### config.mk
export PLATFORM = sky130hd
export DESIGN_NAME = bpoc_ctrl
export DESIGN_NICKNAME = d
export VERILOG_FILES = /design/src/include/bpoc_pkg.sv /design/src/rtl/bpoc_ctrl.sv
export SDC_FILE = /design/constraint.sdc
export NUM_CORES = 1
export LEC_CHECK = 0
export ABC_AREA = 1
export BUFFER_PORTS_ARGS = -buffer_cell sky130_fd_sc_hd__buf_4
export CAP_MARGIN = 5
export CORE_MARGIN = 4
export CORE_UTILIZATION = 29
export CTS_CLUSTER_SIZE = 30
export DETAILED_ROUTE_END_ITERATION = 16
export PLACE_DENSITY_LB_ADDON = 0.25
export REMOVE_ABC_BUFFERS = 1
export SKIP_CTS_REPAIR_TIMING = 1
export SLEW_MARGIN = 10
export SYNTH_ARGS = -nofsm -noshare
export SYNTH_HDL_FRONTEND = slang
export SYNTH_SLANG_ARGS = --single-unit
export TNS_END_PERCENT = 1
### constraint.sdc
create_clock -name ref_clk -period 8.3 [get_ports ref_clk]
set_clock_uncertainty 0.1 [all_clocks]
set_input_delay 1.66 -clock ref_clk [delete_from_list [all_inputs] [get_ports ref_clk]]
set_output_delay 1.66 -clock ref_clk [all_outputs]
set_load 0.05 [all_outputs]
### src/include/bpoc_pkg.sv
// Purpose: shared constants for the block protect and otp controller
// Assumes: ref_clk at 250 MHz
// Notes: register map is the controller's own apb window
package bpoc_pkg;
	localparam int CLK_NS = 4;
	localparam int WE_LOW_NS = 12;
	localparam int WE_HIGH_NS = 10;
	localparam int RE_LOW_NS = 12;
	localparam int RE_HIGH_NS = 10;
	localparam int BUSY_START_NS = 100;
	localparam int WE_LOW_CYC = (WE_LOW_NS + CLK_NS - 1) / CLK_NS;
	localparam int WE_HIGH_CYC = (WE_HIGH_NS + CLK_NS - 1) / CLK_NS;
	localparam int RE_LOW_CYC = (RE_LOW_NS + CLK_NS - 1) / CLK_NS;
	localparam int RE_HIGH_CYC = (RE_HIGH_NS + CLK_NS - 1) / CLK_NS;
	localparam int BUSY_START_CYC = (BUSY_START_NS + CLK_NS - 1) / CLK_NS;
	localparam logic [7:0] OFS_CTRL = 8'h00;
	localparam logic [7:0] OFS_ARG = 8'h04;
	localparam logic [7:0] OFS_DATA = 8'h08;
	localparam logic [7:0] OFS_STAT = 8'h0c;
	localparam int CTRL_START_BIT = 8;
	localparam int CTRL_WP_BIT = 16;
	localparam logic WP_RESET = 1'h1;
	localparam logic [7:0] CMD_LOCK_TIGHT = 8'h2c;
	localparam logic [7:0] CMD_BLK_STATUS = 8'h7a;
	localparam logic [7:0] CMD_EN0 = 8'h4c;
	localparam logic [7:0] CMD_EN1 = 8'h03;
	localparam logic [7:0] CMD_EN2 = 8'h1d;
	localparam logic [7:0] CMD_EN3 = 8'h41;
	localparam logic [7:0] CMD_PROG = 8'h80;
	localparam logic [7:0] CMD_CONFIRM = 8'h10;
	localparam logic [7:0] CMD_EXIT = 8'hff;
	localparam logic [7:0] CMD_STATUS = 8'h70;
	localparam logic [7:0] CMD_SET_FEAT = 8'hef;
	localparam logic [7:0] FEAT_OTP = 8'h90;
	localparam logic [7:0] MODE_NORMAL = 8'h00;
	localparam logic [7:0] MODE_OTP_OP = 8'h01;
	localparam logic [7:0] MODE_OTP_PROT = 8'h03;
	localparam logic [7:0] ZERO_BYTE = 8'h00;
	localparam logic [7:0] PROT_PASS = 8'he0;
	localparam logic [3:0] GROUP_MAX = 4'hb;
	localparam logic [7:0] OTP_PAGE_FIRST = 8'h02;
	localparam logic [7:0] OTP_PAGE_LAST = 8'h1f;
	localparam logic [7:0] LAST_PAGE_RESET = 8'h01;
	localparam logic [2:0] PARTIAL_MAX = 3'h4;
	typedef enum logic [2:0] {
		OP_LOCK_TIGHT = 3'b000, OP_BLK_STATUS = 3'b001, OP_GROUP_PROT = 3'b010,
		OP_OTP_MODE = 3'b011, OP_OTP_PROG = 3'b100, OP_OTP_PROT = 3'b101,
		OP_STATUS = 3'b110, OP_NONE = 3'b111
	} bpoc_op_t;
	typedef enum logic [2:0] {
		K_END = 3'b000, K_CMD = 3'b001, K_ADDR = 3'b010, K_DOUT = 3'b011,
		K_READ = 3'b100, K_WAIT = 3'b101
	} bpoc_kind_t;
	typedef enum logic [2:0] {
		S_IDLE = 3'b000, S_LOW = 3'b001, S_HIGH = 3'b010, S_RDY = 3'b011
	} bpoc_state_t;
endpackage

### src/rtl/bpoc_ctrl.sv
// Purpose: host sequencer for lock tight, block status, group protect and otp
// Assumes: apb slave for software; nand pins synchronous to ref_clk
// Notes: one op per start; pin sequence built from a step table
`timescale 1ns/1ns
`default_nettype none
module bpoc_ctrl (
	input wire logic ref_clk,
	input wire logic reset,
	input wire logic clk_en,
	input wire logic psel,
	input wire logic penable,
	input wire logic pwrite,
	input wire logic [7:0] paddr,
	input wire logic [31:0] pwdata,
	output logic [31:0] prdata,
	output logic pready,
	output logic pslverr,
	output logic chip_sel_n,
	output logic cmd_latch,
	output logic addr_latch,
	output logic write_strobe_n,
	output logic read_strobe_n,
	output logic write_protect_n,
	output logic [7:0] io_out,
	output logic io_oe,
	input wire logic [7:0] io_in,
	input wire logic ready_busy_n
);
	typedef struct packed {
		bpoc_pkg::bpoc_state_t st;
		bpoc_pkg::bpoc_op_t op;
		logic [4:0] step;
		logic [7:0] cnt;
		logic wp;
		logic [31:0] arg;
		logic [15:0] dat;
		logic [7:0] rd;
		logic done;
		logic refused;
		logic otp_prot;
		logic prot_ok;
		logic [2:0] part;
		logic [7:0] last_pg;
		logic [7:0] last_cmd;
	} bpoc_regs_t;

	typedef struct packed {
		bpoc_pkg::bpoc_kind_t kind;
		logic [7:0] b;
	} bpoc_cyc_t;

	bpoc_regs_t state_reg;
	bpoc_regs_t state_next;
	bpoc_cyc_t cur;
	logic issue;
	logic drive;

	// ------------------------------------------------------------
	// step table
	// ------------------------------------------------------------
	function automatic bpoc_cyc_t cy(input bpoc_pkg::bpoc_kind_t k, input logic [7:0] b);
		bpoc_cyc_t c;
		c.kind = k;
		c.b = b;
		return c;
	endfunction

	function automatic bpoc_cyc_t seq(input bpoc_pkg::bpoc_op_t op, input logic [4:0] s,
		input logic [31:0] a, input logic [15:0] d);
		bpoc_cyc_t e;
		e = cy(bpoc_pkg::K_END, bpoc_pkg::ZERO_BYTE);
		case (op)
		bpoc_pkg::OP_LOCK_TIGHT: begin
			if (s == 5'h00) e = cy(bpoc_pkg::K_CMD, bpoc_pkg::CMD_LOCK_TIGHT);
		end
		bpoc_pkg::OP_BLK_STATUS: begin
			// invert bit held low in the first address byte
			case (s)
			5'h00: e = cy(bpoc_pkg::K_CMD, bpoc_pkg::CMD_BLK_STATUS);
			5'h01: e = cy(bpoc_pkg::K_ADDR, {a[1:0], 6'h00});
			5'h02: e = cy(bpoc_pkg::K_ADDR, a[9:2]);
			5'h03: e = cy(bpoc_pkg::K_ADDR, {6'h00, a[11:10]});
			5'h04: e = cy(bpoc_pkg::K_READ, bpoc_pkg::ZERO_BYTE);
			default: e = cy(bpoc_pkg::K_END, bpoc_pkg::ZERO_BYTE);
			endcase
		end
		bpoc_pkg::OP_GROUP_PROT: begin
			// back to back, nothing between enable bytes and 80h
			case (s)
			5'h00: e = cy(bpoc_pkg::K_CMD, bpoc_pkg::CMD_EN0);
			5'h01: e = cy(bpoc_pkg::K_CMD, bpoc_pkg::CMD_EN1);
			5'h02: e = cy(bpoc_pkg::K_CMD, bpoc_pkg::CMD_EN2);
			5'h03: e = cy(bpoc_pkg::K_CMD, bpoc_pkg::CMD_EN3);
			5'h04: e = cy(bpoc_pkg::K_CMD, bpoc_pkg::CMD_PROG);
			5'h05, 5'h06, 5'h07, 5'h09: e = cy(bpoc_pkg::K_ADDR, bpoc_pkg::ZERO_BYTE);
			5'h08: e = cy(bpoc_pkg::K_ADDR, {4'h0, a[3:0]});
			5'h0a: e = cy(bpoc_pkg::K_CMD, bpoc_pkg::CMD_CONFIRM);
			5'h0b: e = cy(bpoc_pkg::K_WAIT, bpoc_pkg::ZERO_BYTE);
			5'h0c: e = cy(bpoc_pkg::K_CMD, bpoc_pkg::CMD_STATUS);
			5'h0d: e = cy(bpoc_pkg::K_READ, bpoc_pkg::ZERO_BYTE);
			5'h0e: e = cy(bpoc_pkg::K_CMD, bpoc_pkg::CMD_EXIT);
			5'h0f: e = cy(bpoc_pkg::K_WAIT, bpoc_pkg::ZERO_BYTE);
			default: e = cy(bpoc_pkg::K_END, bpoc_pkg::ZERO_BYTE);
			endcase
		end
		bpoc_pkg::OP_OTP_MODE: begin
			case (s)
			5'h00: e = cy(bpoc_pkg::K_CMD, bpoc_pkg::CMD_SET_FEAT);
			5'h01: e = cy(bpoc_pkg::K_ADDR, bpoc_pkg::FEAT_OTP);
			5'h02: e = cy(bpoc_pkg::K_DOUT, d[7:0]);
			5'h03, 5'h04, 5'h05: e = cy(bpoc_pkg::K_DOUT, bpoc_pkg::ZERO_BYTE);
			5'h06: e = cy(bpoc_pkg::K_WAIT, bpoc_pkg::ZERO_BYTE);
			default: e = cy(bpoc_pkg::K_END, bpoc_pkg::ZERO_BYTE);
			endcase
		end
		bpoc_pkg::OP_OTP_PROG: begin
			case (s)
			5'h00: e = cy(bpoc_pkg::K_CMD, bpoc_pkg::CMD_PROG);
			5'h01: e = cy(bpoc_pkg::K_ADDR, a[23:16]);
			5'h02: e = cy(bpoc_pkg::K_ADDR, {3'h0, a[28:24]});
			5'h03: e = cy(bpoc_pkg::K_ADDR, a[7:0]);
			5'h04, 5'h05: e = cy(bpoc_pkg::K_ADDR, bpoc_pkg::ZERO_BYTE);
			5'h06: e = cy(bpoc_pkg::K_DOUT, d[15:8]);
			5'h07: e = cy(bpoc_pkg::K_CMD, bpoc_pkg::CMD_CONFIRM);
			5'h08: e = cy(bpoc_pkg::K_WAIT, bpoc_pkg::ZERO_BYTE);
			5'h09: e = cy(bpoc_pkg::K_CMD, bpoc_pkg::CMD_STATUS);
			5'h0a: e = cy(bpoc_pkg::K_READ, bpoc_pkg::ZERO_BYTE);
			default: e = cy(bpoc_pkg::K_END, bpoc_pkg::ZERO_BYTE);
			endcase
		end
		bpoc_pkg::OP_OTP_PROT: begin
			case (s)
			5'h00: e = cy(bpoc_pkg::K_CMD, bpoc_pkg::CMD_PROG);
			5'h01, 5'h02, 5'h03, 5'h04: e = cy(bpoc_pkg::K_ADDR, bpoc_pkg::ZERO_BYTE);
			5'h05, 5'h06: e = cy(bpoc_pkg::K_DOUT, bpoc_pkg::ZERO_BYTE);
			5'h07: e = cy(bpoc_pkg::K_CMD, bpoc_pkg::CMD_CONFIRM);
			5'h08: e = cy(bpoc_pkg::K_WAIT, bpoc_pkg::ZERO_BYTE);
			5'h09: e = cy(bpoc_pkg::K_CMD, bpoc_pkg::CMD_STATUS);
			5'h0a: e = cy(bpoc_pkg::K_READ, bpoc_pkg::ZERO_BYTE);
			default: e = cy(bpoc_pkg::K_END, bpoc_pkg::ZERO_BYTE);
			endcase
		end
		bpoc_pkg::OP_STATUS: begin
			if (s == 5'h00) e = cy(bpoc_pkg::K_CMD, bpoc_pkg::CMD_STATUS);
			else if (s == 5'h01) e = cy(bpoc_pkg::K_READ, bpoc_pkg::ZERO_BYTE);
		end
		default: e = cy(bpoc_pkg::K_END, bpoc_pkg::ZERO_BYTE);
		endcase
		return e;
	endfunction

	assign cur = seq(state_reg.op, state_reg.step, state_reg.arg, state_reg.dat);
	assign issue = (state_reg.st == bpoc_pkg::S_LOW) && (state_reg.cnt == 8'h00);
	assign drive = (state_reg.st == bpoc_pkg::S_LOW || state_reg.st == bpoc_pkg::S_HIGH) &&
		(cur.kind == bpoc_pkg::K_CMD || cur.kind == bpoc_pkg::K_ADDR || cur.kind == bpoc_pkg::K_DOUT);

	// ------------------------------------------------------------
	// next state
	// ------------------------------------------------------------
	always_comb begin
		logic wr;
		logic ok;
		logic wp_now;
		logic [7:0] pg;
		logic [7:0] low_end;
		logic [7:0] high_end;
		bpoc_pkg::bpoc_op_t nop;
		state_next = state_reg;
		wr = psel && penable && pwrite;
		ok = 1'b0;
		wp_now = pwdata[bpoc_pkg::CTRL_WP_BIT];
		pg = state_reg.arg[7:0];
		nop = bpoc_pkg::bpoc_op_t'(pwdata[2:0]);
		low_end = (cur.kind == bpoc_pkg::K_READ) ? 8'(bpoc_pkg::RE_LOW_CYC - 1) : 8'(bpoc_pkg::WE_LOW_CYC - 1);
		high_end = (cur.kind == bpoc_pkg::K_READ) ? 8'(bpoc_pkg::RE_HIGH_CYC - 1) :
			8'(bpoc_pkg::WE_HIGH_CYC - 1);
		if (wr && state_reg.st == bpoc_pkg::S_IDLE) begin
			if (paddr == bpoc_pkg::OFS_CTRL) begin
				state_next.wp = wp_now;
				if (pwdata[bpoc_pkg::CTRL_START_BIT]) begin
					case (nop)
					bpoc_pkg::OP_LOCK_TIGHT: ok = wp_now;
					bpoc_pkg::OP_GROUP_PROT: ok = wp_now && state_reg.arg[3:0] <= bpoc_pkg::GROUP_MAX;
					bpoc_pkg::OP_OTP_MODE: ok = state_reg.dat[7:0] == bpoc_pkg::MODE_NORMAL ||
						state_reg.dat[7:0] == bpoc_pkg::MODE_OTP_OP ||
						state_reg.dat[7:0] == bpoc_pkg::MODE_OTP_PROT;
					bpoc_pkg::OP_OTP_PROG: ok = !state_reg.otp_prot && pg >= bpoc_pkg::OTP_PAGE_FIRST &&
						pg <= bpoc_pkg::OTP_PAGE_LAST && pg >= state_reg.last_pg &&
						!(pg == state_reg.last_pg && state_reg.part == bpoc_pkg::PARTIAL_MAX);
					bpoc_pkg::OP_NONE: ok = 1'b0;
					default: ok = 1'b1;
					endcase
					state_next.done = !ok;
					state_next.refused = !ok;
					if (ok) begin
						state_next.op = nop;
						state_next.step = 5'h00;
						state_next.cnt = 8'h00;
						state_next.st = bpoc_pkg::S_LOW;
						if (nop == bpoc_pkg::OP_OTP_PROG) begin
							state_next.last_pg = pg;
							state_next.part = (pg == state_reg.last_pg) ? state_reg.part + 3'h1 : 3'h1;
						end
					end
				end
			end else if (paddr == bpoc_pkg::OFS_ARG) begin
				state_next.arg = pwdata;
			end else if (paddr == bpoc_pkg::OFS_DATA) begin
				state_next.dat = pwdata[15:0];
			end
		end
		case (state_reg.st)
		bpoc_pkg::S_LOW: begin
			if (cur.kind == bpoc_pkg::K_END) begin
				state_next.st = bpoc_pkg::S_IDLE;
				state_next.done = 1'b1;
				if (state_reg.op == bpoc_pkg::OP_GROUP_PROT) begin
					state_next.prot_ok = state_reg.rd == bpoc_pkg::PROT_PASS;
				end
				if (state_reg.op == bpoc_pkg::OP_OTP_PROT && !state_reg.rd[0]) begin
					state_next.otp_prot = 1'b1;
				end
			end else if (cur.kind == bpoc_pkg::K_WAIT) begin
				state_next.cnt = state_reg.cnt + 8'h01;
				if (state_reg.cnt == 8'(bpoc_pkg::BUSY_START_CYC - 1)) begin
					state_next.st = bpoc_pkg::S_RDY;
				end
			end else if (state_reg.cnt == low_end) begin
				state_next.st = bpoc_pkg::S_HIGH;
				state_next.cnt = 8'h00;
				if (cur.kind == bpoc_pkg::K_READ) state_next.rd = io_in;
				if (cur.kind == bpoc_pkg::K_CMD) state_next.last_cmd = cur.b;
			end else begin
				state_next.cnt = state_reg.cnt + 8'h01;
			end
		end
		bpoc_pkg::S_HIGH: begin
			state_next.cnt = state_reg.cnt + 8'h01;
			if (state_reg.cnt == high_end) begin
				state_next.st = bpoc_pkg::S_LOW;
				state_next.cnt = 8'h00;
				state_next.step = state_reg.step + 5'h01;
			end
		end
		bpoc_pkg::S_RDY: begin
			if (ready_busy_n) begin
				state_next.st = bpoc_pkg::S_LOW;
				state_next.cnt = 8'h00;
				state_next.step = state_reg.step + 5'h01;
			end
		end
		default: ;
		endcase
	end

	always_ff @(posedge ref_clk or posedge reset) begin
		if (reset) begin
			state_reg <= '0;
			state_reg.wp <= bpoc_pkg::WP_RESET;
			state_reg.last_pg <= bpoc_pkg::LAST_PAGE_RESET;
		end else if (clk_en) begin
			state_reg <= state_next;
		end
	end

	// ------------------------------------------------------------
	// outputs
	// ------------------------------------------------------------
	always_comb begin
		prdata = 32'h0000_0000;
		if (psel && !pwrite) begin
			if (paddr == bpoc_pkg::OFS_CTRL) begin
				prdata = {15'h0000, state_reg.wp, 8'h00, 5'h00, 3'(state_reg.op)};
			end else if (paddr == bpoc_pkg::OFS_ARG) begin
				prdata = state_reg.arg;
			end else if (paddr == bpoc_pkg::OFS_DATA) begin
				prdata = {16'h0000, state_reg.dat};
			end else if (paddr == bpoc_pkg::OFS_STAT) begin
				prdata = {8'h00, state_reg.last_pg, state_reg.part, state_reg.prot_ok, state_reg.otp_prot,
					state_reg.refused, state_reg.done, state_reg.st != bpoc_pkg::S_IDLE, state_reg.rd};
			end
		end
	end

	assign pready = 1'b1;
	assign pslverr = psel && penable && paddr != bpoc_pkg::OFS_CTRL && paddr != bpoc_pkg::OFS_ARG &&
		paddr != bpoc_pkg::OFS_DATA && !(paddr == bpoc_pkg::OFS_STAT && !pwrite);
	assign chip_sel_n = state_reg.st == bpoc_pkg::S_IDLE;
	assign cmd_latch = drive && cur.kind == bpoc_pkg::K_CMD;
	assign addr_latch = drive && cur.kind == bpoc_pkg::K_ADDR;
	assign write_strobe_n = !(drive && state_reg.st == bpoc_pkg::S_LOW);
	assign read_strobe_n = !(state_reg.st == bpoc_pkg::S_LOW && cur.kind == bpoc_pkg::K_READ);
	assign write_protect_n = state_reg.wp;
	assign io_out = cur.b;
	assign io_oe = drive;

	// ------------------------------------------------------------
	// checks
	// ------------------------------------------------------------
	a_tight_wp_high: assert property (@(posedge ref_clk) disable iff (reset)
		issue && cur.kind == bpoc_pkg::K_CMD && cur.b == bpoc_pkg::CMD_LOCK_TIGHT |-> write_protect_n)
		else $error("lock tight issued with write protect low");
	a_status_inv_low: assert property (@(posedge ref_clk) disable iff (reset)
		issue && state_reg.op == bpoc_pkg::OP_BLK_STATUS && state_reg.step == 5'h01 |-> addr_latch && !io_out[0])
		else $error("block status invert bit not low");
	a_protect_order: assert property (@(posedge ref_clk) disable iff (reset)
		issue && state_reg.op == bpoc_pkg::OP_GROUP_PROT && cmd_latch && io_out == bpoc_pkg::CMD_PROG
		|-> state_reg.last_cmd == bpoc_pkg::CMD_EN3)
		else $error("program setup not right after enable bytes");
	a_group_range: assert property (@(posedge ref_clk) disable iff (reset)
		issue && state_reg.op == bpoc_pkg::OP_GROUP_PROT && state_reg.step == 5'h08
		|-> addr_latch && io_out <= 8'h0b)
		else $error("group address out of range");
	a_feature_tail: assert property (@(posedge ref_clk) disable iff (reset)
		issue && state_reg.op == bpoc_pkg::OP_OTP_MODE && state_reg.step > 5'h02 && io_oe |-> io_out == 8'h00)
		else $error("feature tail parameter not zero");
	a_otp_ascend: assert property (@(posedge ref_clk) disable iff (reset)
		state_reg.st == bpoc_pkg::S_IDLE ##1 state_reg.st != bpoc_pkg::S_IDLE && state_reg.op == bpoc_pkg::OP_OTP_PROG
		|-> state_reg.last_pg >= $past(state_reg.last_pg) && state_reg.last_pg == state_reg.arg[7:0])
		else $error("otp page order broken");
	a_partial_max: assert property (@(posedge ref_clk) disable iff (reset)
		state_reg.part <= 3'h4)
		else $error("more than four partial programs");
	a_otp_prot_addr: assert property (@(posedge ref_clk) disable iff (reset)
		issue && state_reg.op == bpoc_pkg::OP_OTP_PROT && addr_latch |-> io_out == 8'h00)
		else $error("otp protect address not zero");
	a_we_width: assert property (@(posedge ref_clk) disable iff (reset || !clk_en)
		$fell(write_strobe_n) |-> !write_strobe_n [*3] ##1 write_strobe_n)
		else $error("write strobe low width wrong");
endmodule
`default_nettype wire

# After elaboration in Yosys (flattened, before gate mapping)
# Memories as Yosys holds them, arrays and structs flattened.
# Index checks and enable logic that the tools add are counted.
dict set report op_classes {
  n_addsub 3
  order_cmp 4
  eq_ne 45
  n_mux 46
  bitwise 4
  n_reduce_logical 56
}
# operator n
set ops {}
lappend ops {{11-bit one-hot mux with 12 select lines} 1}
lappend ops {{32-bit 2-to-1 mux} 4}
lappend ops {{11-bit one-hot mux with 10 select lines} 1}
lappend ops {{11-bit one-hot mux with 5 select lines} 2}
lappend ops {{11-bit one-hot mux with 7 select lines} 1}
lappend ops {{68-bit 2-to-1 mux} 1}
lappend ops {{24-bit 2-to-1 mux} 2}
lappend ops {{48-bit 2-to-1 mux} 1}
lappend ops {{5-bit by 4-bit == test with 1-bit output (second input constant)} 8}
lappend ops {{19-bit 2-to-1 mux} 2}
lappend ops {{11-bit 2-to-1 mux} 3}
lappend ops {{16-bit 2-to-1 mux} 2}
lappend ops {{13-bit 2-to-1 mux} 2}
lappend ops {{3-bit by 2-bit == test with 1-bit output (second input constant)} 8}
lappend ops {{3-bit == test (second input constant)} 8}
lappend ops {{8-bit 2-to-1 mux} 3}
lappend ops {{8-bit one-hot mux with 3 select lines} 1}
lappend ops {{1-bit logical AND} 21}
lappend ops {{3-bit 2-to-1 mux} 7}
lappend ops {{5-bit by 3-bit == test with 1-bit output (second input constant)} 4}
lappend ops {{20-bit 2-to-1 mux} 1}
lappend ops {{8-bit by 2-bit == test with 1-bit output (second input constant)} 2}
lappend ops {{8-bit by 4-bit == test with 1-bit output (second input constant)} 2}
lappend ops {{8-bit logical NOT} 2}
lappend ops {{37 further kinds} 69}
dict set report totals {
  register_bits 91
  romBits 112
  input_bits 55
  output_inout_bits 49
  elab_cells 173
  memories 1
}
# memory words word_bits read_ports rd_ports_with_merged_regs write_ports line_no
set mem_list {}
lappend mem_list {{(no name shown)} 16 7 1 0 0 bpoc_ctrl.sv:132} ;# case (s)

# Depth between registers and ports, before layout
# Gate-level depths: netlist of the first run.
dict set report depth {
  depth_word 17
  depth_mapped 17
  mapped_depth_nobuf 17
}

# Least setup slack after synthesis of the first run
# No wires, ideal clock.
dict set report synth_path {
  path_type {input to output}
  start {in paddr[1]}
  end {out prdata[0]}
  arrival_ps 3729
  t_required_ps 6540
  path_slack_ps 2811
  path_stages 6
  path_buffers 0
  path_cell_list {or2_2 nor2_1 inv_1 nor3_1 a221oi_1 a211oi_1}
}
dict set report synth_between {
  elab_chain_cells 6
  word_cells_on_any_way 9
  cone_classes {eq/ne (3); mux (5); reduce/logical (1)}
}
# element line_no
set synth_lines {}
lappend synth_lines {{from (decl)} bpoc_ctrl.sv:13} ;# input wire logic [7:0] paddr,
lappend synth_lines {{8-bit by 4-bit == test with 1-bit output} bpoc_ctrl.sv:278} ;# end else if (paddr == bpoc_pkg::OFS_STAT) begin
lappend synth_lines {{24-bit 2-to-1 mux} bpoc_ctrl.sv:278}
lappend synth_lines {{24-bit 2-to-1 mux} bpoc_ctrl.sv:276} ;# end else if (paddr == bpoc_pkg::OFS_DATA) begin
lappend synth_lines {{32-bit 2-to-1 mux} bpoc_ctrl.sv:274} ;# end else if (paddr == bpoc_pkg::OFS_ARG) begin
lappend synth_lines {{32-bit 2-to-1 mux (*)} bpoc_ctrl.sv:272} ;# if (paddr == bpoc_pkg::OFS_CTRL) begin
lappend synth_lines {{32-bit 2-to-1 mux (*)} bpoc_ctrl.sv:271} ;# if (psel && !pwrite) begin
lappend synth_lines {{to (decl)} bpoc_ctrl.sv:15} ;# output logic [31:0] prdata,
# Every way passes the cells marked *; elsewhere a longest branch is shown, timed or not.

# Final worst setup path of the first run
dict set report layout_path {
  start {in paddr[1]}
  end {out prdata[13]}
}
# The elaborated chain is that of the path after synthesis.

==> flow_results.org, run 1 <==
** Finish
- Commonest non-fill, non-tap cell in the layout :: nand2_1
- Max FFs per register :: 90
- Final layout net count :: 1038
- Area added between synthesis and finish :: 21.91%
- At the end of the flow the core is filled with cells to 36.42%.
- The filler cells instantiated in the layout total 2212.
- Number of inserted diodes :: 0
- The post-route netlist has 16.86% of its cells at a drive strength greater than 1.
- Commonest cells after routing, fill and taps aside :: nand2_1 (225), inv_1 (126), buf_4 (104), dfrtp_1 (89), o21ai_0 (75)

** Synthesis
- After technology mapping, the gate count stands at 870.
- Netlist Area Pre-Place :: 6122 um^2
- Yosys attributes the largest share of cell area to dfrtp_1 (36%), nand2_1 (14%), inv_1 (7.8%).
- Count of unique library cells instantiated by Yosys :: 47
- Of all cell types, the one taking the most synthesized area is dfrtp_1.
- For this run, the leading register cell type out of synthesis is dfrtp_1.
- A synthesized cell averages 7.037 um^2.
- Register area share after synthesis :: 37.24%
- Arithmetic-cell share of the synthesized area counting full adders, half adders and majority gates :: 4.292%
- Complex-gate fraction of the synthesized area :: 16.49%
- In this run, synthesis produced a sequential element count of 91.
- In the synthesized netlist, mux cells make up 1.471% of the area.
- In the synthesized netlist the async set-or-reset flop fraction comes to 100.0%.
- XOR/XNOR share of the synthesized area :: 1.144%
- Yosys mapped a number of flops with a built-in enable equal to 0.
- The Yosys step of the flow raised 0 warnings.
- Dominant combinational cell family by area after synthesis :: simple AND/OR/NAND/NOR gates
- Area share of and/or/nand/nor cells after synthesis :: 29.33%
- The synthesized design devotes to its leading area cell type 36.38% of total area.

** STA
- Setup violations remaining at the end of the flow were counted as 0.
- Least setup slack across all paths after layout :: 2201 ps
- Worst slack on hold paths :: 375.5 ps
- Transition time at the pin with the least slew margin :: 989.7 ps
- Number of pins with negative max-slew slack in the final report :: 0
- Setup TNS after final layout :: 0 ps
- Highest clock rate :: 0.1640 GHz
- Dividing the final minimum period by the clock period gives 73.48%.
- Worst slew margin relative to its limit :: 33.86%
- The final-report hold violation count was 0.
- Setup repair after global routing left no endpoint under its margin.
- For the finished layout, the period the worst path requires is 6099 ps.

** Worst setup path
- Slowest library cell on the worst path :: inv_1
- STA puts the critical path data required time at 6540 ps.
- In this run the worst path has a maximum fanout of 19.
- Kind of critical path :: in2out
- The worst setup path is captured at an output port.
- Arrival time worst endpoint :: 4340 ps
- Kind of start point of the critical path :: input port
- The number of buffers and inverters on the critical path is 4.
- Top Family by Delay on Critical Path :: simple AND/OR/NAND/NOR gates
- On the worst path, the slowest cell contributes a delay of 860 ps.
- Cell-by-cell trace of the critical path :: buf_4 -> or2_2 -> nor2_1 -> nand3_1 -> inv_1 -> nand2_1 -> o211ai_1 -> nand2_1 -> inv_1 -> buf_4

** Route
- In this run, the number of DRC markers left after iteration 0 of detailed routing was 738.
- Once detail routing completed, the nets flagged for antenna violations numbered 0.
- Number of DRC violations after detailed routing :: 0
- Total wire length after detailed routing :: 21320 um
- Wirelength per Cell :: 17.23 um
- Detailed-route via count :: 6191
- The first TritonRoute pass finished after 5 iterations.
- Via-to-Cell Ratio :: 5.005

** Clocking
- Buffers inserted during clock tree synthesis total 9.
- Counting along the longest clock path gives a buffer depth of 2.
- Counting every sink on the clock net gives 91.
- In this run the clock root is driven by a clkbuf_16.
- H-tree depth reported by CTS :: 3
- CTS tree :: done
- After clock tree synthesis, the clock-pin slew on the worst setup and hold paths is 70 ps.
- Clock latency reported for the late side of the worst-skew pair :: 360 ps

** Die
- The core region is 20490 um^2.
- Initial core utilization :: 29.87%
- The die covers 23500 um^2.
- After floorplanning, the core was divided into 52 placement rows.
- Number of top-level pins :: 104
- Measured along the x axis, the die boundary spans 153.3 um.
- The die is 153.3 um tall.

** Flow run
- Number of violations of the max-capacitance limit :: 0

** Placement
- The congestion estimate from routability-driven global placement came to 0.9176.
- At the placement stage, the worst setup path has a slack of 2243 ps.
- After legalization and detailed placement, the total HPWL measured 16340 um.
- Number of buffers added on ports :: 102

** Global routing
- Global-route usage over all layers :: 17.90%
- The number of antenna violations at the first check in global routing is 0.
- First-pass GRT wire length :: 33290 um
- The number of global-route vias before repair came to 5846.
- Grt total ovfl :: 0
- Entering global routing, the biggest net connects 59 pins.

** Pwr
- For this design the total switching power over the nets is 0.6650 mW.
- Per report_power, the clock group accounts for 28.8% of the total.
- Per report_power, the sequential group accounts for 32.4% of the total.
- IR analysis of the VDD net gives a maximum drop of 0.0001084 V.
- The internal portion of the total power is 0.9095 mW.
- Share of total power in combinational logic :: 38.8%
- Power per cell area :: 211.0 nW/um^2
- Power consumption :: 1.575 mW
- In this run the static leakage power is 3.783 nW.
- Of the total power, the share spent switching nets is 42.23%.

** Min path
- In this run the worst hold path is classified as reg2reg.

** Status
- The flow ran to the end, and the final reports show no timing, DRC or antenna violations.
==> final cells by class <==
class                   instances  area [um^2]  area share [%]
multi-input cells             621         3234           43.34
well taps                     270        337.8           4.526
clock inverters                 4        55.05          0.7376
inverters                     135        509.2           6.823
repair buffers                104        780.7           10.46
clock buffers                  12        266.5           3.571
flip-flops and latches         91         2280           30.54
==> power by group through the flow <==
stage	combinational, mW	clock [mW]	sequential (mW)
after floorplan	0.441	0	0.509
after global placement	0.608	0	0.520
after detailed placement	0.609	0	0.519
after CTS	0.610	0.462	0.511
after global routing	0.679	0.476	0.517
final	0.610	0.453	0.511
==> Yosys cell counts, drive strengths merged (10+ instances only) <==
cell type,instances
nand3,51
ha,21
clkbuf,18
inv,133
nand2,237
nand4,12
o211ai,10
a21oi,43
nor2,81
o21ai,76
dfrtp,89
nor3,21
==> kinds of logic (layout without fill, tap and decap cells) <==
| kind of cell | Yosys count | count (layout) |
|---|---|---|
| adders and majority gates | 21 | 21 |
| muxes | 8 | 8 |
| other | 1 | 1 |
| xor gates and xnor gates | 8 | 8 |
| AOI/OAI and AO/OA | 173 | 173 |
| DFF | 91 | 91 |
| and+or+nand+nor | 410 | 410 |
| buffers and inverters | 158 | 255 |
==> path summary, 6_finish.rpt <==
path                               start             to  slack, ps  depth (start not counted)
hold / removal             state_reg[27]  state_reg[27]        380                          2
max in group asynchronous          reset  state_reg[21]       5760                          3
hold reg to reg            state_reg[27]  state_reg[27]        380                          2
min in group asynchronous          reset  state_reg[85]       1210                          2
setup reg to reg           state_reg[97]  state_reg[17]       5250                          5
setup / recovery                paddr[1]     prdata[13]       2200                         10
==> routing by layer <==
layer  global-route usage [%]  share of wire [%]  routed length, um  up-vias
met5                        0                  0                  0        -
met4                    3.776                1.2                246        0
met3                    4.665                9.1               1935       24
met2                    26.96                 43               9220      281
met1                    25.89                 47               9913     2850
li1                         -                  -                  -     3036
==> worst reg2reg max path, stage by stage (launching register included) <==
cell	delay [ps]
dfrtp_1	460
nor3_1	670
nand4_1	420
nor4_2	440
nand4_1	490
o31ai_1	360
==> metrics by stage <==
stage / area (um^2) / instances
2_1_floorplan: 6018 / 847
3_3_place_gp: 7142 / 1221
5_1_grt: 7463 / 1237
6_report: 7463 / 1237
3_5_place_dp: 7142 / 1221
4_1_cts: 7463 / 1237
No activity file was read; power rests on OpenSTA's default activity.
==> run 2: changes to the inputs <==
Clock period 8.3 ns to 5.5 ns, I/O delays scaled along.
==> run 2 against run 1 <==
  * Combinational power up 53%
  * Clock power grew 57%
  * Cell count grew 0.32%
  * Routed wire length up 1.0%
  * Via count rose by 1.9%
  * Die area unchanged
  * Sequential share of layout area fell by 0.17 points
  * Count of clock-buffer cells in the layout is 3 lower
  * Cell area rose by 0.55%
  * Worst hold slack got worse by 3.9 ps
==> flow_results.org, run 2 (synthesized netlist as in run 1, its figures left out) <==
** Status
- The run finished with clean final reports.

** Finish
- Commonest cells after routing, fill and taps aside :: nand2_1 (225), inv_1 (126), buf_4 (108), dfrtp_1 (89), o21ai_0 (75)
- Fraction of layout cells with a size suffix above 1 :: 17.20%
- Final std cell area, no fill :: 7505 um^2
- The number of antenna diodes in the final layout is 0.
- Commonest non-fill, non-tap cell in the layout :: nand2_1
- Final layout net count :: 1042
- Filler cells :: 2253
- Area added between synthesis and finish :: 22.58%
- Max FFs per register :: 90

** Route
- Dividing the detail-routed wire length by the instance count gives 17.35 um.
- The first TritonRoute pass finished after 5 iterations.
- Detailed-route via count :: 6310
- After detailed routing, the number of remaining DRC violations is 0.
- DR iter-0 viols :: 623
- In the routed layout, each cell is associated on average with a via count of 5.085.
- Remaining antenna violation count :: 0
- The final layout contains routed wiring with a total length of 21530 um.

** Worst setup path
- The worst setup path is of the in2out kind.
- Category of the worst setup path capture point :: output port
- Kind of start point of the critical path :: input port
- Traced cell by cell, the critical path runs through buf_4 -> inv_1 -> nor2_1 -> nand2_1 -> clkinv_1 -> a32o_1 -> o21ai_0 -> inv_1 -> buf_4.
- The worst register-to-register path begins at state_reg[88].
- Arrival time worst endpoint :: 3080 ps
- Slowest library cell on the worst path :: clkinv_1
- Tracing the worst setup path back leads to its startpoint at paddr[3].
- Worst Reg-to-Reg Cells :: 16
- Worst reg2reg endpoint :: state_reg[29]
- Data on the critical path is required at its endpoint by 4300 ps.
- CP Max Fanout :: 17
- Buffer and inverter count on the worst path :: 5
- For this run, the slowest stage of the critical path takes 560 ps.
- Top Family by Delay on Critical Path :: buffers and inverters
- The worst register-to-register path has a setup slack of 2620 ps.

** Flow run
- Number of violations of the max-capacitance limit :: 0

** Clocking
- The longest clock path from root to sink contains 2 buffers.
- Clock-pin slew was measured on the worst setup and hold paths at 70 ps.
- At the later pin of the worst-skew pair, clock insertion delay measures 360 ps.
- Total clock buffers created by CTS :: 9
- TritonCTS built the clock tree.
- Clock Sinks :: 91
- CTS placed an instance of clkbuf_16 at the clock tree root.
- The H-tree generated during clock tree synthesis spans 3 levels.

** STA
- Setup TNS after final layout :: 0 ps
- Number of setup violations in the final report :: 0
- Number of pins with negative max-slew slack in the final report :: 0
- Tcrit/Tclk final :: 77.83%
- The worst pin sits at a relative slew slack of 33.44%.
- The final-report hold violation count was 0.
- Highest clock rate :: 0.2336 GHz
- Setup repair after global routing left no endpoint under its margin.
- For the pin with the worst max-slew slack, the measured transition is 996.1 ps.
- The routed design could run at a clock period as short as 4281 ps.

** Min path
- The worst hold path begins at state_reg[27].
- The worst hold path terminates at state_reg[27].
- In this run the worst hold path is classified as reg2reg.
- Hold-critical path depth :: 2

** Global routing
- Global-route usage over all layers :: 18.13%
- Entering global routing, the biggest net connects 53 pins.
- First-pass GRT wire length :: 33800 um
- Vias in the first global route :: 6055
- Number of antenna violations at the first check in global routing :: 0
- The total overflow left after global routing is 0.

** Pwr
- Clock share of power :: 29.4%
- Internal power of the cells :: 1.392 mW
- Net load switching power :: 1.023 mW
- Share of total power in combinational logic :: 38.6%
- Power share of the sequential group :: 32.0%
- In this run the static leakage power is 3.807 nW.
- Switching fraction of total power :: 42.36%
- Power spread over the standard cell area amounts to 321.7 nW/um^2.
- Across the VDD grid, the largest voltage drop is 0.0001591 V.

** Die
- DIE HEIGHT :: 153.3 um
- Number of top-level pins :: 104
- The die is 153.3 um wide.
- Once the floorplan was initialized, standard cells occupied 29.87% of the core.
- DIE AREA :: 23500 um^2
- Core region area :: 20490 um^2
- After floorplanning, the core was divided into 52 placement rows.

** Placement
- Number of buffers added on ports :: 102
- Post-place instance area :: 7172 um^2
- Final estimated routing congestion in global placement :: 0.9648
- Total half-perimeter wirelength after legalization and detailed placement :: 16430 um
[run 2: cell count changes in the layout (fill, tap and decap cells not counted)]
cell	before	now
buf_4	104	108
clkbuf_8	3	0
inv_8	0	2
bufinv_16	1	2
clkinv_4	0	1
inv_6	2	1
[run 2: layer usage]
metal | global-route usage, % | vias to the layer above | routed length (um)
met3 | 3.930 | 24 | 1849
met5 | 0 | - | 0
met1 | 26.48 | 2961 | 10060
met2 | 26.54 | 276 | 9226
li1 | - | 3049 | -
met4 | 5.897 | 0 | 394
[run 2: stage by stage]
step           utilization, %  power [mW]  hold slack [ps]  setup slack [ps]  std cells
2_1_floorplan               -       1.434            341.9             934.6        847
3_3_place_gp            34.99       1.705            368.4              1301       1225
3_5_place_dp            34.99       1.708            363.3              1197       1225
4_1_cts                 36.62       2.423            380.9              1194       1241
5_1_grt                 36.62       2.569            416.1              1014       1241
6_report                36.62       2.414            371.6              1219       1241
[run 2: final cells by class]
type	instances	area, um^2	area share (%)
clock inverter	7	107.6	1.434
tap	270	337.8	4.501
timing repair buffer	108	810.8	10.80
clock buffer	9	225.2	3.001
multi-input combinational	621	3234	43.10
sequential	91	2280	30.38
inverter	135	509.2	6.786
[run 2: how the worst max path moves through the flow]
stage,to,slack [ps],depth (start not counted)
floorplan,prdata[0],930,6
detailed placement,prdata[13],1200,10
global placement,prdata[13],1300,10
global route,prdata[10],1010,9
finish,prdata[10],1220,9
CTS,prdata[13],1190,10
[run 2: tightest hold or removal path, stage by stage, from the launching register on]
cell and delay [ps]:
dfrtp_1 340, nand2_1 60, nand2_1 50
[run 2: power groups by stage]
stage / logic (mW) / clock network (mW) / registers (mW)
2_1_floorplan: 0.666 / 0 / 0.768
3_3_place_gp: 0.921 / 0 / 0.784
3_5_place_dp: 0.925 / 0 / 0.784
4_1_cts: 0.927 / 0.725 / 0.771
5_1_grt: 1.04 / 0.753 / 0.780
6_report: 0.932 / 0.710 / 0.772
